==> config.mk <==
export PLATFORM = sky130hd
export DESIGN_NAME = timer_pair
export DESIGN_NICKNAME = d
export VERILOG_FILES = /design/src/core/timer_pair_pkg.sv /design/src/core/timer_pair.sv
export VERILOG_INCLUDE_DIRS = /design/src /design/src/core
export SDC_FILE = /design/constraint.sdc
export NUM_CORES = 1
export LEC_CHECK = 0
export ABC_AREA = 1
export BUFFER_PORTS_ARGS = -buffer_cell sky130_fd_sc_hd__buf_4
export CAP_MARGIN = 10
export CORE_MARGIN = 1.5
export CORE_UTILIZATION = 47
export CTS_CLUSTER_SIZE = 10
export DETAILED_ROUTE_END_ITERATION = 12
export PLACE_DENSITY = 0.68
export SLEW_MARGIN = 20
export SYNTH_ARGS = -nofsm -noshare
export SYNTH_HDL_FRONTEND = slang
export SYNTH_SLANG_ARGS = --single-unit
==> constraint.sdc <==
create_clock -name pclk -period 3 [get_ports pclk]
set_input_delay 0.15 -clock pclk [delete_from_list [all_inputs] [get_ports pclk]]
set_output_delay 0.15 -clock pclk [all_outputs]
set_load 0.05 [all_outputs]
==> src/core/timer_pair_map.svh <==
`ifndef TIMER_PAIR_MAP_SVH
`define TIMER_PAIR_MAP_SVH

// Register byte offsets
`define OFF_MODE 8'h00
`define OFF_CTRL 8'h04
`define OFF_CLKCTL 8'h08
`define OFF_T0_LOW 8'h0C
`define OFF_T0_HIGH 8'h10
`define OFF_T1_LOW 8'h14
`define OFF_T1_HIGH 8'h18

// Mode register fields
`define MODE_T0_SEL_LO 0
`define MODE_T0_SEL_HI 1
`define MODE_T0_CT 2
`define MODE_T0_GATE 3
`define MODE_T1_SEL_LO 4
`define MODE_T1_SEL_HI 5
`define MODE_T1_CT 6
`define MODE_T1_GATE 7

// Control register fields
`define CTRL_RUN0 0
`define CTRL_RUN1 1
`define CTRL_OVF0 2
`define CTRL_OVF1 3

// Clock control fields
`define CLK_FAST0 0
`define CLK_FAST1 1

// Reset values
`define RST_BYTE 8'h00

// Machine cycles per slow tick (twelve clocks over four-clock cycles)
`define SLOW_DIV 2'h3
`define SLOW_LAST 2'h2

`endif

==> src/core/timer_pair_pkg.sv <==
package timer_pair_pkg;
	// Four clock phases of one machine cycle
	typedef enum logic [1:0] {
		PHASE_ONE,
		PHASE_TWO,
		PHASE_THREE,
		PHASE_FOUR
	} phase_t;
	// Operating modes in select-bit order
	typedef enum logic [1:0] {
		MODE_13BIT,
		MODE_16BIT,
		MODE_RELOAD,
		MODE_SPLIT
	} mode_t;
endpackage

==> src/core/timer_pair.sv <==
// Local design decisions: the address map and the APB register port.
`timescale 1ns/1ps
`include "timer_pair_map.svh"

module timer_pair
	import timer_pair_pkg::*;
(
	input wire logic pclk,
	input wire logic presetn,
	input wire logic psel,
	input wire logic penable,
	input wire logic pwrite,
	input wire logic [7:0] paddr,
	input wire logic [31:0] pwdata,
	output logic [31:0] prdata,
	output logic pready,
	output logic pslverr,
	input wire logic count_pin_timer0,
	input wire logic count_pin_timer1,
	input wire logic gate_pin_timer0,
	input wire logic gate_pin_timer1,
	input wire logic vector_ack_timer0,
	input wire logic vector_ack_timer1,
	output logic overflow_flag_timer0,
	output logic overflow_flag_timer1,
	output logic serial_bitrate_tick
);

	// ----------------------------------------
	// Registers and internal state
	// ----------------------------------------
	logic [7:0] timer_mode_register; // Gate, select, mode per nibble
	logic [3:0] timer_control_register; // Run bits and flags
	logic [1:0] clock_control_register; // Fast time-base bits
	logic [7:0] timer0_low_byte;
	logic [7:0] timer0_high_byte;
	logic [7:0] timer1_low_byte;
	logic [7:0] timer1_high_byte;
	phase_t phase_reg; // Machine cycle phase
	logic [1:0] slow_cnt_reg; // Machine cycles within slow tick
	logic [1:0] pin_meta_reg; // Count pin first stage
	logic [1:0] pin_sync_reg; // Count pin second stage
	logic [1:0] gate_meta_reg; // Gate pin first stage
	logic [1:0] gate_sync_reg; // Gate pin second stage
	logic [1:0] pin_sample_reg; // Last phase-four sample
	logic [1:0] edge_pend_reg; // Edge waiting for next cycle
	logic bitrate_reg; // Serial tick register

	// Decoded controls
	mode_t mode0, mode1;
	logic run0, run1, ovf0, ovf1;
	logic wr_en, rd_en;
	logic at_three, at_four, slow_tick, tick0, tick1;
	logic inc0, inc1, inc0_high;
	logic [16:0] step0, step1; // {overflow, high, low}
	logic [8:0] split_low, split_high;
	logic set_ovf0, set_ovf1, t1_wrap;
	logic [7:0] t0l_next, t0h_next, t1l_next, t1h_next;

	assign mode0 = mode_t'(timer_mode_register[1:0]);
	assign mode1 = mode_t'(timer_mode_register[5:4]);
	assign run0 = timer_control_register[`CTRL_RUN0];
	assign run1 = timer_control_register[`CTRL_RUN1];
	assign ovf0 = timer_control_register[`CTRL_OVF0];
	assign ovf1 = timer_control_register[`CTRL_OVF1];
	assign wr_en = psel & penable & pwrite;
	assign rd_en = psel & ~penable & ~pwrite;

	// ----------------------------------------
	// One count step in modes 0 to 2
	// ----------------------------------------
	function automatic logic [16:0] count_step(
		input mode_t m,
		input logic [7:0] hi,
		input logic [7:0] lo
	);
		logic [5:0] lo5;
		logic [8:0] hi9;
		logic [16:0] full;
		logic [8:0] lo9;
		lo5 = {1'b0, lo[4:0]} + 6'h01;
		hi9 = {1'b0, hi} + 9'h001;
		full = {1'b0, hi, lo} + 17'h00001;
		lo9 = {1'b0, lo} + 9'h001;
		count_step = {1'b0, hi, lo};
		case (m)
			MODE_13BIT: begin
				// Upper three low bits held as written
				if (lo5[5]) begin
					count_step = {hi9[8], hi9[7:0], lo[7:5], 5'h00};
				end else begin
					count_step = {1'b0, hi, lo[7:5], lo5[4:0]};
				end
			end
			MODE_16BIT: count_step = full;
			MODE_RELOAD: begin
				// Reload from high byte on wrap
				if (lo9[8]) begin
					count_step = {1'b1, hi, hi};
				end else begin
					count_step = {1'b0, hi, lo9[7:0]};
				end
			end
			default: count_step = {1'b0, hi, lo}; // Frozen
		endcase
	endfunction

	// ----------------------------------------
	// Machine cycle phase and time base
	// ----------------------------------------
	// Four-clock machine cycle
	always_ff @(posedge pclk or negedge presetn) begin
		if (!presetn) begin
			phase_reg <= PHASE_ONE;
		end else begin
			phase_reg <= phase_t'(phase_reg + 2'h1);
		end
	end

	// Divide machine cycles by three for the slow rate
	always_ff @(posedge pclk or negedge presetn) begin
		if (!presetn) begin
			slow_cnt_reg <= 2'h0;
		end else if (at_four) begin
			slow_cnt_reg <= (slow_cnt_reg == `SLOW_LAST) ? 2'h0 :
				slow_cnt_reg + 2'h1;
		end
	end

	assign at_three = (phase_reg == PHASE_THREE);
	assign at_four = (phase_reg == PHASE_FOUR);
	assign slow_tick = at_three & (slow_cnt_reg == `SLOW_LAST);
	// Fast: every machine cycle; slow: every third
	assign tick0 = clock_control_register[`CLK_FAST0] ? at_three :
		slow_tick;
	assign tick1 = clock_control_register[`CLK_FAST1] ? at_three :
		slow_tick;

	// ----------------------------------------
	// Pin synchronisers and edge detection
	// ----------------------------------------
	// Two-stage synchronisers for count and gate pins
	always_ff @(posedge pclk or negedge presetn) begin
		if (!presetn) begin
			pin_meta_reg <= 2'h0;
			pin_sync_reg <= 2'h0;
			gate_meta_reg <= 2'h0;
			gate_sync_reg <= 2'h0;
		end else begin
			pin_meta_reg <= {count_pin_timer1, count_pin_timer0};
			pin_sync_reg <= pin_meta_reg;
			gate_meta_reg <= {gate_pin_timer1, gate_pin_timer0};
			gate_sync_reg <= gate_meta_reg;
		end
	end

	// Sample at phase four, flag high-then-low for next cycle
	generate
		for (genvar i = 0; i < 2; i++) begin : g_edge
			always_ff @(posedge pclk or negedge presetn) begin
				if (!presetn) begin
					pin_sample_reg[i] <= 1'b0;
					edge_pend_reg[i] <= 1'b0;
				end else if (at_four) begin
					pin_sample_reg[i] <= pin_sync_reg[i];
					edge_pend_reg[i] <= pin_sample_reg[i] &
						~pin_sync_reg[i];
				end
			end
		end
	endgenerate

	// ----------------------------------------
	// Count enables and next values
	// ----------------------------------------
	always_comb begin
		// Timer 0: run and gate qualify the chosen source
		inc0 = at_three & run0 &
			(~timer_mode_register[`MODE_T0_GATE] | gate_sync_reg[0]) &
			(timer_mode_register[`MODE_T0_CT] ? edge_pend_reg[0] :
			tick0);
		// Split high byte: timer 1 run bit, ticks only
		inc0_high = tick0 & run1 & (mode0 == MODE_SPLIT);
		// Timer 1 loses its run bit while timer 0 is split
		inc1 = at_three & (run1 | (mode0 == MODE_SPLIT)) &
			(~timer_mode_register[`MODE_T1_GATE] | gate_sync_reg[1]) &
			(timer_mode_register[`MODE_T1_CT] ? edge_pend_reg[1] :
			tick1);
		step0 = count_step(mode0, timer0_high_byte, timer0_low_byte);
		step1 = count_step(mode1, timer1_high_byte, timer1_low_byte);
		split_low = {1'b0, timer0_low_byte} + 9'h001;
		split_high = {1'b0, timer0_high_byte} + 9'h001;
		t0l_next = timer0_low_byte;
		t0h_next = timer0_high_byte;
		t1l_next = timer1_low_byte;
		t1h_next = timer1_high_byte;
		set_ovf0 = 1'b0;
		set_ovf1 = 1'b0;
		t1_wrap = 1'b0;
		if (mode0 == MODE_SPLIT) begin
			if (inc0) begin
				t0l_next = split_low[7:0];
				set_ovf0 = split_low[8];
			end
			if (inc0_high) begin
				t0h_next = split_high[7:0];
				set_ovf1 = split_high[8];
			end
		end else if (inc0) begin
			{set_ovf0, t0h_next, t0l_next} = step0;
		end
		// Mode 3 of timer 1 returns its count unchanged
		if (inc1 && mode1 != MODE_SPLIT) begin
			{t1_wrap, t1h_next, t1l_next} = step1;
			if (mode0 != MODE_SPLIT) begin
				set_ovf1 = step1[16];
			end
		end
	end

	// ----------------------------------------
	// Count bytes
	// ----------------------------------------
	// Software writes replace the byte at once
	always_ff @(posedge pclk or negedge presetn) begin
		if (!presetn) begin
			timer0_low_byte <= `RST_BYTE;
			timer0_high_byte <= `RST_BYTE;
			timer1_low_byte <= `RST_BYTE;
			timer1_high_byte <= `RST_BYTE;
		end else begin
			timer0_low_byte <= (wr_en && paddr == `OFF_T0_LOW) ?
				pwdata[7:0] : t0l_next;
			timer0_high_byte <= (wr_en && paddr == `OFF_T0_HIGH) ?
				pwdata[7:0] : t0h_next;
			timer1_low_byte <= (wr_en && paddr == `OFF_T1_LOW) ?
				pwdata[7:0] : t1l_next;
			timer1_high_byte <= (wr_en && paddr == `OFF_T1_HIGH) ?
				pwdata[7:0] : t1h_next;
		end
	end

	// ----------------------------------------
	// Mode, clock and control registers
	// ----------------------------------------
	// Configuration written by software
	always_ff @(posedge pclk or negedge presetn) begin
		if (!presetn) begin
			timer_mode_register <= `RST_BYTE;
			clock_control_register <= 2'h0;
		end else if (wr_en) begin
			if (paddr == `OFF_MODE) begin
				timer_mode_register <= pwdata[7:0];
			end
			if (paddr == `OFF_CLKCTL) begin
				clock_control_register <= pwdata[1:0];
			end
		end
	end

	// Run bits and flags; hardware set wins over any clear
	always_ff @(posedge pclk or negedge presetn) begin
		if (!presetn) begin
			timer_control_register <= 4'h0;
		end else begin
			if (wr_en && paddr == `OFF_CTRL) begin
				timer_control_register <= pwdata[3:0];
			end
			if (vector_ack_timer0) begin
				timer_control_register[`CTRL_OVF0] <= 1'b0;
			end
			if (vector_ack_timer1) begin
				timer_control_register[`CTRL_OVF1] <= 1'b0;
			end
			if (set_ovf0) begin
				timer_control_register[`CTRL_OVF0] <= 1'b1;
			end
			if (set_ovf1) begin
				timer_control_register[`CTRL_OVF1] <= 1'b1;
			end
		end
	end

	// Serial bit-rate tick from any timer 1 wrap
	always_ff @(posedge pclk or negedge presetn) begin
		if (!presetn) begin
			bitrate_reg <= 1'b0;
		end else begin
			bitrate_reg <= t1_wrap;
		end
	end

	assign overflow_flag_timer0 = ovf0;
	assign overflow_flag_timer1 = ovf1;
	assign serial_bitrate_tick = bitrate_reg;

	// ----------------------------------------
	// APB slave
	// ----------------------------------------
	assign pready = 1'b1;
	assign pslverr = psel & penable & ~(paddr == `OFF_MODE ||
		paddr == `OFF_CTRL || paddr == `OFF_CLKCTL ||
		paddr == `OFF_T0_LOW || paddr == `OFF_T0_HIGH ||
		paddr == `OFF_T1_LOW || paddr == `OFF_T1_HIGH);

	// Read data captured in the setup cycle
	always_ff @(posedge pclk or negedge presetn) begin
		if (!presetn) begin
			prdata <= 32'h0000_0000;
		end else if (rd_en) begin
			case (paddr)
				`OFF_MODE: prdata <= {24'h0, timer_mode_register};
				`OFF_CTRL: prdata <= {28'h0, timer_control_register};
				`OFF_CLKCTL: prdata <= {30'h0, clock_control_register};
				`OFF_T0_LOW: prdata <= {24'h0, timer0_low_byte};
				`OFF_T0_HIGH: prdata <= {24'h0, timer0_high_byte};
				`OFF_T1_LOW: prdata <= {24'h0, timer1_low_byte};
				`OFF_T1_HIGH: prdata <= {24'h0, timer1_high_byte};
				default: prdata <= 32'h0000_0000;
			endcase
		end
	end

	// ----------------------------------------
	// Assertions
	// ----------------------------------------
	count_phase_a: assert property (@(posedge pclk) disable iff (!presetn)
		(inc0 | inc1) |-> phase_reg == PHASE_THREE)
		else $error("count outside phase three");
	edge_sample_a: assert property (@(posedge pclk) disable iff (!presetn)
		$rose(edge_pend_reg[0]) |-> $past(phase_reg) == PHASE_FOUR)
		else $error("edge not taken at phase four");
	slow_rate_a: assert property (@(posedge pclk) disable iff (!presetn)
		(slow_tick && !clock_control_register[`CLK_FAST0]) |=>
		(!tick0 || clock_control_register[`CLK_FAST0]) [*8])
		else $error("slow tick too frequent");
	gate_block_a: assert property (@(posedge pclk) disable iff (!presetn)
		(!run0 || (timer_mode_register[`MODE_T0_GATE] &&
		!gate_sync_reg[0])) |-> !inc0)
		else $error("timer 0 counted while disabled");
	freeze_one_a: assert property (@(posedge pclk) disable iff (!presetn)
		(mode1 == MODE_SPLIT && !wr_en) |=>
		$stable(timer1_low_byte) && $stable(timer1_high_byte))
		else $error("timer 1 moved in mode 3");
	wrap13_a: assert property (@(posedge pclk) disable iff (!presetn)
		(mode0 == MODE_13BIT && inc0 && !wr_en &&
		timer0_high_byte == 8'hFF && timer0_low_byte[4:0] == 5'h1F) |=>
		ovf0 && timer0_high_byte == 8'h00 &&
		timer0_low_byte[4:0] == 5'h00)
		else $error("13-bit wrap wrong");
	reload_a: assert property (@(posedge pclk) disable iff (!presetn)
		(mode0 == MODE_RELOAD && inc0 && !wr_en &&
		timer0_low_byte == 8'hFF) |=>
		timer0_low_byte == $past(timer0_high_byte) && ovf0)
		else $error("reload wrong");
	ack_clear_a: assert property (@(posedge pclk) disable iff (!presetn)
		(vector_ack_timer0 && !set_ovf0 && !wr_en) |=> !ovf0)
		else $error("flag kept after vectoring");
	bitrate_a: assert property (@(posedge pclk) disable iff (!presetn)
		serial_bitrate_tick |-> $past(inc1) &&
		$past(mode1) != MODE_SPLIT)
		else $error("bit-rate tick without wrap");

endmodule

# Word level (Yosys, flattened, before mapping)
# Cells that the tools add are included.
# op_classes
addsub,10
n_mul,0
div,0
magnitude_cmp,0
eq_ne,23
n_shift,0
n_mux,37
bitwise_logic,26
n_reduce_logical,35
# ops
cell,n
$pmux W17 S3,2
$mux W8,12
$mux W17,4
$pmux W8 S7,1
$add A8 B1 Y9 const B,4
$add A16 B1 Y17 const B,2
$eq A8 B5 Y1 const B,3
$and A1 B1 Y1,16
$eq A8 B4 Y1 const B,2
$mux W1,16
$reduce_bool A3 Y1,5
$add A5 B1 Y6 const B,2
$eq A2 B2 Y1 const B,6
$reduce_bool A4 Y1,3
$ne A3 B3 Y1 const B,3
$eq A8 B3 Y1 const B,1
$logic_not A8 Y1,1
$ne A2 B2 Y1 const B,4
$reduce_and A2 Y1,4
$not A1 Y1,7
$logic_and A1 B1 Y1,6
$logic_or A1 B1 Y1,6
$reduce_and A3 Y1,2
$reduce_bool A2 Y1,3
11 further kinds,16
# totals
register_bits,95
latchBits,0
ramBits,0
rom_bits,0
inputBits,51
output_inout_bits,37
n_memories,0

# Logic depth before layout (Yosys ltp)
# depth
depth_word,10
mapped_depth,13
depth_no_buf,13

# Least setup slack after synthesis
# Ideal clock, no wire load.
# synth_timing
kind,in2out
from,in paddr[3]
to,out pslverr
arrival_time_ns,2.059
required_time_ns,2.850
setup_slack_ns,0.791
path_stages,5
path_cell_list,inv_1 nor3_1 nand2_2 nand3_1 nor4_1
# synth_between
elab_chain_len,9
# synth_lines
item,line_no,text
"start, declared",timer_pair.sv:13,"input wire logic [7:0] paddr,"
$eq A8 B3 Y1 or $logic_not A8 Y1 (tied branches),n/a,
$logic_or A1 B1 Y1 (no source line) (5 in a row),n/a,
$logic_or A1 B1 Y1 (no source line) (*),n/a,
$not A1 Y1 (*),timer_pair.sv:301,assign pslverr = psel & penable & ~(paddr == `OFF_MODE ||
$and A1 B1 Y1 (*),timer_pair.sv:301,
"end, declared",timer_pair.sv:17,"output logic pslverr,"
# Every way passes the cells marked *; elsewhere a longest branch is shown, timed or not.

# Worst setup path after layout
# layout_timing
from,reg timer_mode_register[0]
to,reg timer1_high_byte[0]
# layout_between
elab_chain_len,8
# layout_lines
item,line_no,text
"start, declared",timer_pair.sv:32,logic [7:0] timer_mode_register;
"start signal, assigned",timer_pair.sv:249,timer_mode_register <= `RST_BYTE;
"start signal, assigned",timer_pair.sv:253,timer_mode_register <= pwdata[7:0];
$eq A2 B2 Y1,timer_pair.sv:185,inc1 = at_three & (run1 | (mode0 == MODE_SPLIT)) &
$or A1 B1 Y1,timer_pair.sv:185,
$and A1 B1 Y1 (3 in a row),timer_pair.sv:185,
$logic_and A1 B1 Y1,timer_pair.sv:213,if (inc1 && mode1 != MODE_SPLIT) begin
$reduce_bool A2 Y1 (no source line),n/a,
$reduce_and A4 Y1 (no source line),n/a,
"end signal, assigned",timer_pair.sv:230,timer1_high_byte <= `RST_BYTE;
"end signal, assigned",timer_pair.sv:238,timer1_high_byte <= (wr_en && paddr == `OFF_T1_HIGH) ?
"end, declared",timer_pair.sv:38,logic [7:0] timer1_high_byte;
# Every way passes these cells.
# A chain may end at the register's enable or synchronous reset.

==> impl_metrics.json <==
{
  "status": "finished clean",
  "num-nets-final": 921,
  "die_x_um": 109.7,
  "vdd_drop_max_mv": 0.2587,
  "cp_slowest_cell": "dfrtp_1",
  "tritoncts": "yes",
  "pre_cts_slack_ns": 1.021,
  "fillCellCount": 1109,
  "cts_max_path_buffers": 2,
  "synth.top_cell.area_share": 0.3320,
  "drc": 0,
  "timing.final.crit_period_ns": 2.012,
  "synth_area_leader_cell": "dfrtp_1",
  "die-height_um": 109.7,
  "synth_top_family_by_area": "simple AND/OR/NAND/NOR gates",
  "globalRouteTotalUtil": 0.2699,
  "port_buffers": 38,
  "synth_edf_count": 0,
  "multi_input_area_um2": 2987,
  "setup.worst_path.class": "reg -> reg",
  "drtAntennaViolNets": 0,
  "synth.cell_area_um2": 5351,
  "cp-start-kind": "flop",
  "drive_gt1_frac": 0.1387,
  "wl_mm": 15.52,
  "cts_root_buf": "clkbuf_16",
  "n_antenna_cell": 0,
  "worstPathArrival_ns": 2.24,
  "hold_violations": 0,
  "start_util": 0.4872,
  "drt_iter0_markers": 470,
  "ys_seq_area_frac": 0.3320,
  "power_density_nw_per_um2": 385.3,
  "post_cts_buffers": 0,
  "grt_max_degree": 72,
  "io_pins": 88,
  "ys_ff_latch": 71,
  "rsz0062_at_grt": "no",
  "wl_per_cell_um": 15.44,
  "syn_inst": 816,
  "synthDistinctLibCells": 36,
  "async_flop_share": 1.000,
  "place_hpwl_mm": 11.94,
  "fmax_mhz": 497.0,
  "crit_path_end_kind": "flop",
  "synth_top_flop_cell": "dfrtp_1",
  "ctsHtreeMaxLevel": 3,
  "synth_adder_area_share": 0.02338,
  "finalMaxSlewViolations": 0,
  "finalClockSkew_ns": 0.01098,
  "drt_first_pass_iters": 5,
  "grt_pass1_wl_mm": 24.49,
  "critical_path_required_ns": 3.23,
  "std_cell_rows": 38,
  "layout_setup_ws_ns": 0.9877,
  "syn_area_per_cell_um2": 6.558,
  "synth.top_cells.by_count": "nand2_1 (276), inv_1 (96), nand3_1 (82)",
  "synth_xor_area_frac": 0.01146,
  "vias": 5350,
  "postLayoutCellArea_um2": 6005,
  "worstHoldPathCells": 3,
  "antenna_found_initial": 0,
  "area_growth_pct": 12.20,
  "min_period_over_period": 0.6708,
  "r2r_cells": 10,
  "synthTopCellsByArea": "dfrtp_1 (33%), nand2_1 (19%), nand3_1 (7.7%)",
  "dpl_cell_area_um2": 5659,
  "clk_pin_slew_ns": 0.07,
  "cp_slowest_stage_delay_ns": 0.43,
  "gp_congestion": 1.009,
  "power.leakage_nw": 3.200,
  "min_path_type": "in -> reg",
  "maxCapViolCount": 0,
  "cts.sink_count": 71,
  "numCtsBuffers": 9,
  "overflow": 0,
  "path_cells": "ha_1 -> inv_2 -> nand2_2 -> o211ai_4 -> nor2_4 -> nand3_2 -> nand2_2 -> inv_2 -> nand2_1 -> nand3_1",
  "die-area_um2": 12040,
  "relSlewSlack": 0.3937,
  "synth-simple-area-share": 0.3944,
  "finalSetupTns_ns": 0,
  "synth-compound-area-share": 0.1113,
  "insertion_delay_ns": 0.35,
  "worstMarginPinSlew_ns": 0.9095,
  "seqCellArea_um2": 1777,
  "post_drt_via_cell_ratio": 5.323,
  "synthMuxAreaShare": 0,
  "finish.utilization": 0.5467,
  "core_area_um2": 10980,
  "worstPathMaxFanout": 8,
  "yosys_warnings": 0,
  "synth_most_common_cell": "nand2_1",
  "setup_violations": 0,
  "grt_pass1_vias": 4822
}
-- path summary, 6_finish.rpt --
kind,startpoint,end,slack (ns)
min,pwdata[1],timer0_low_byte[1]$_DFFE_PN0P_,0.04
min reg2reg,pin_meta_reg[0]$_DFF_PN0_,pin_sync_reg[0]$_DFF_PN0_,0.35
max,timer_mode_register[0]$_DFFE_PN0P_,timer1_high_byte[0]$_DFFE_PN0P_,0.99
max reg2reg,timer_mode_register[0]$_DFFE_PN0P_,timer1_high_byte[0]$_DFFE_PN0P_,0.99
max in group asynchronous,presetn,timer1_low_byte[2]$_DFFE_PN0P_,1.93
min in group asynchronous,presetn,timer0_high_byte[1]$_DFFE_PN0P_,0.48
-- per-layer routing --
metal	track usage	wire (um)	up-vias
met5	0	0	-
met4	0.09555	294	0
met3	0.04801	1286	19
met2	0.4139	6813	195
met1	0.3812	7123	2498
li1	-	-	2638
-- stage by stage --
stage | std cells | hold WS (ns) | power (mW)
6_report | 1005 | 0.04112 | 2.313
2_1_floorplan | 839 | -0.1456 | 1.183
3_3_place_gp | 984 | 0.2596 | 1.244
4_1_cts | 1005 | 0.03665 | 2.330
3_5_place_dp | 984 | 0.2608 | 1.247
5_1_grt | 1005 | 0.04355 | 2.404
-- worst max-delay path: cells and delay by family (launching register included) --
kind	cells	cell delay, ns
AND/OR/NAND/NOR	6	0.85
flip-flops	1	0.43
adder cells (fa/ha/maj)	1	0.33
buffers and inverters	2	0.20
AO/OA/AOI/OAI	1	0.08
-- repair_timing --
action | CTS | global route
hold buffers | 5 | 0
endpoints found under the hold margin | 69 | 0
resized for setup | 0 | 0
-- report_power, final --
part / leakage, nW / total, mW / internal, mW / switching [mW]
clock network: 0.144 / 1.08 / 0.587 / 0.491
registers: 0.906 / 1.00 / 0.978 / 0.0249
logic: 2.15 / 0.232 / 0.0575 / 0.175
-- cell type report --
cell class,count,area share
Multi-Input combinational cell,619,0.4974
Sequential cell,71,0.2959
Inverter,116,0.07252
Timing Repair Buffer,43,0.05585
Clock buffer,9,0.03751
Tap cell,140,0.02917
Clock inverter,7,0.01167
-- cell usage in the layout (no fill, tap or decap), types with 6 or more instances in the layout --
| cell type | Yosys | routed |
|---|---|---|
| nor2_2 | 8 | 8 |
| nand3_2 | 7 | 7 |
| o21ai_1 | 14 | 14 |
| nand2_1 | 276 | 276 |
| nor2_4 | 9 | 9 |
| dfrtp_1 | 71 | 71 |
| o211ai_1 | 7 | 7 |
| nand2_2 | 14 | 14 |
| inv_2 | 20 | 20 |
| nand4_1 | 6 | 6 |
| a21oi_1 | 20 | 20 |
| nand3_1 | 82 | 82 |
| inv_1 | 96 | 96 |
| xor2_1 | 6 | 6 |
| o21ai_0 | 50 | 50 |
| nor2_1 | 58 | 58 |
| clkbuf_16 | 0 | 9 |
| ha_1 | 10 | 10 |
| conb_1 | 2 | 25 |
| buf_4 | 27 | 38 |
-- cell families after synthesis --
| group | Yosys count |
|---|---|
| AND/OR/NAND/NOR | 471 |
| buffers and inverters | 149 |
| AO/OA/AOI/OAI | 106 |
| flip-flops | 71 |
| adder cells (fa/ha/maj) | 10 |
| XOR/XNOR | 7 |
| other | 2 |
Note: power is estimated with default switching activity, not from simulation.
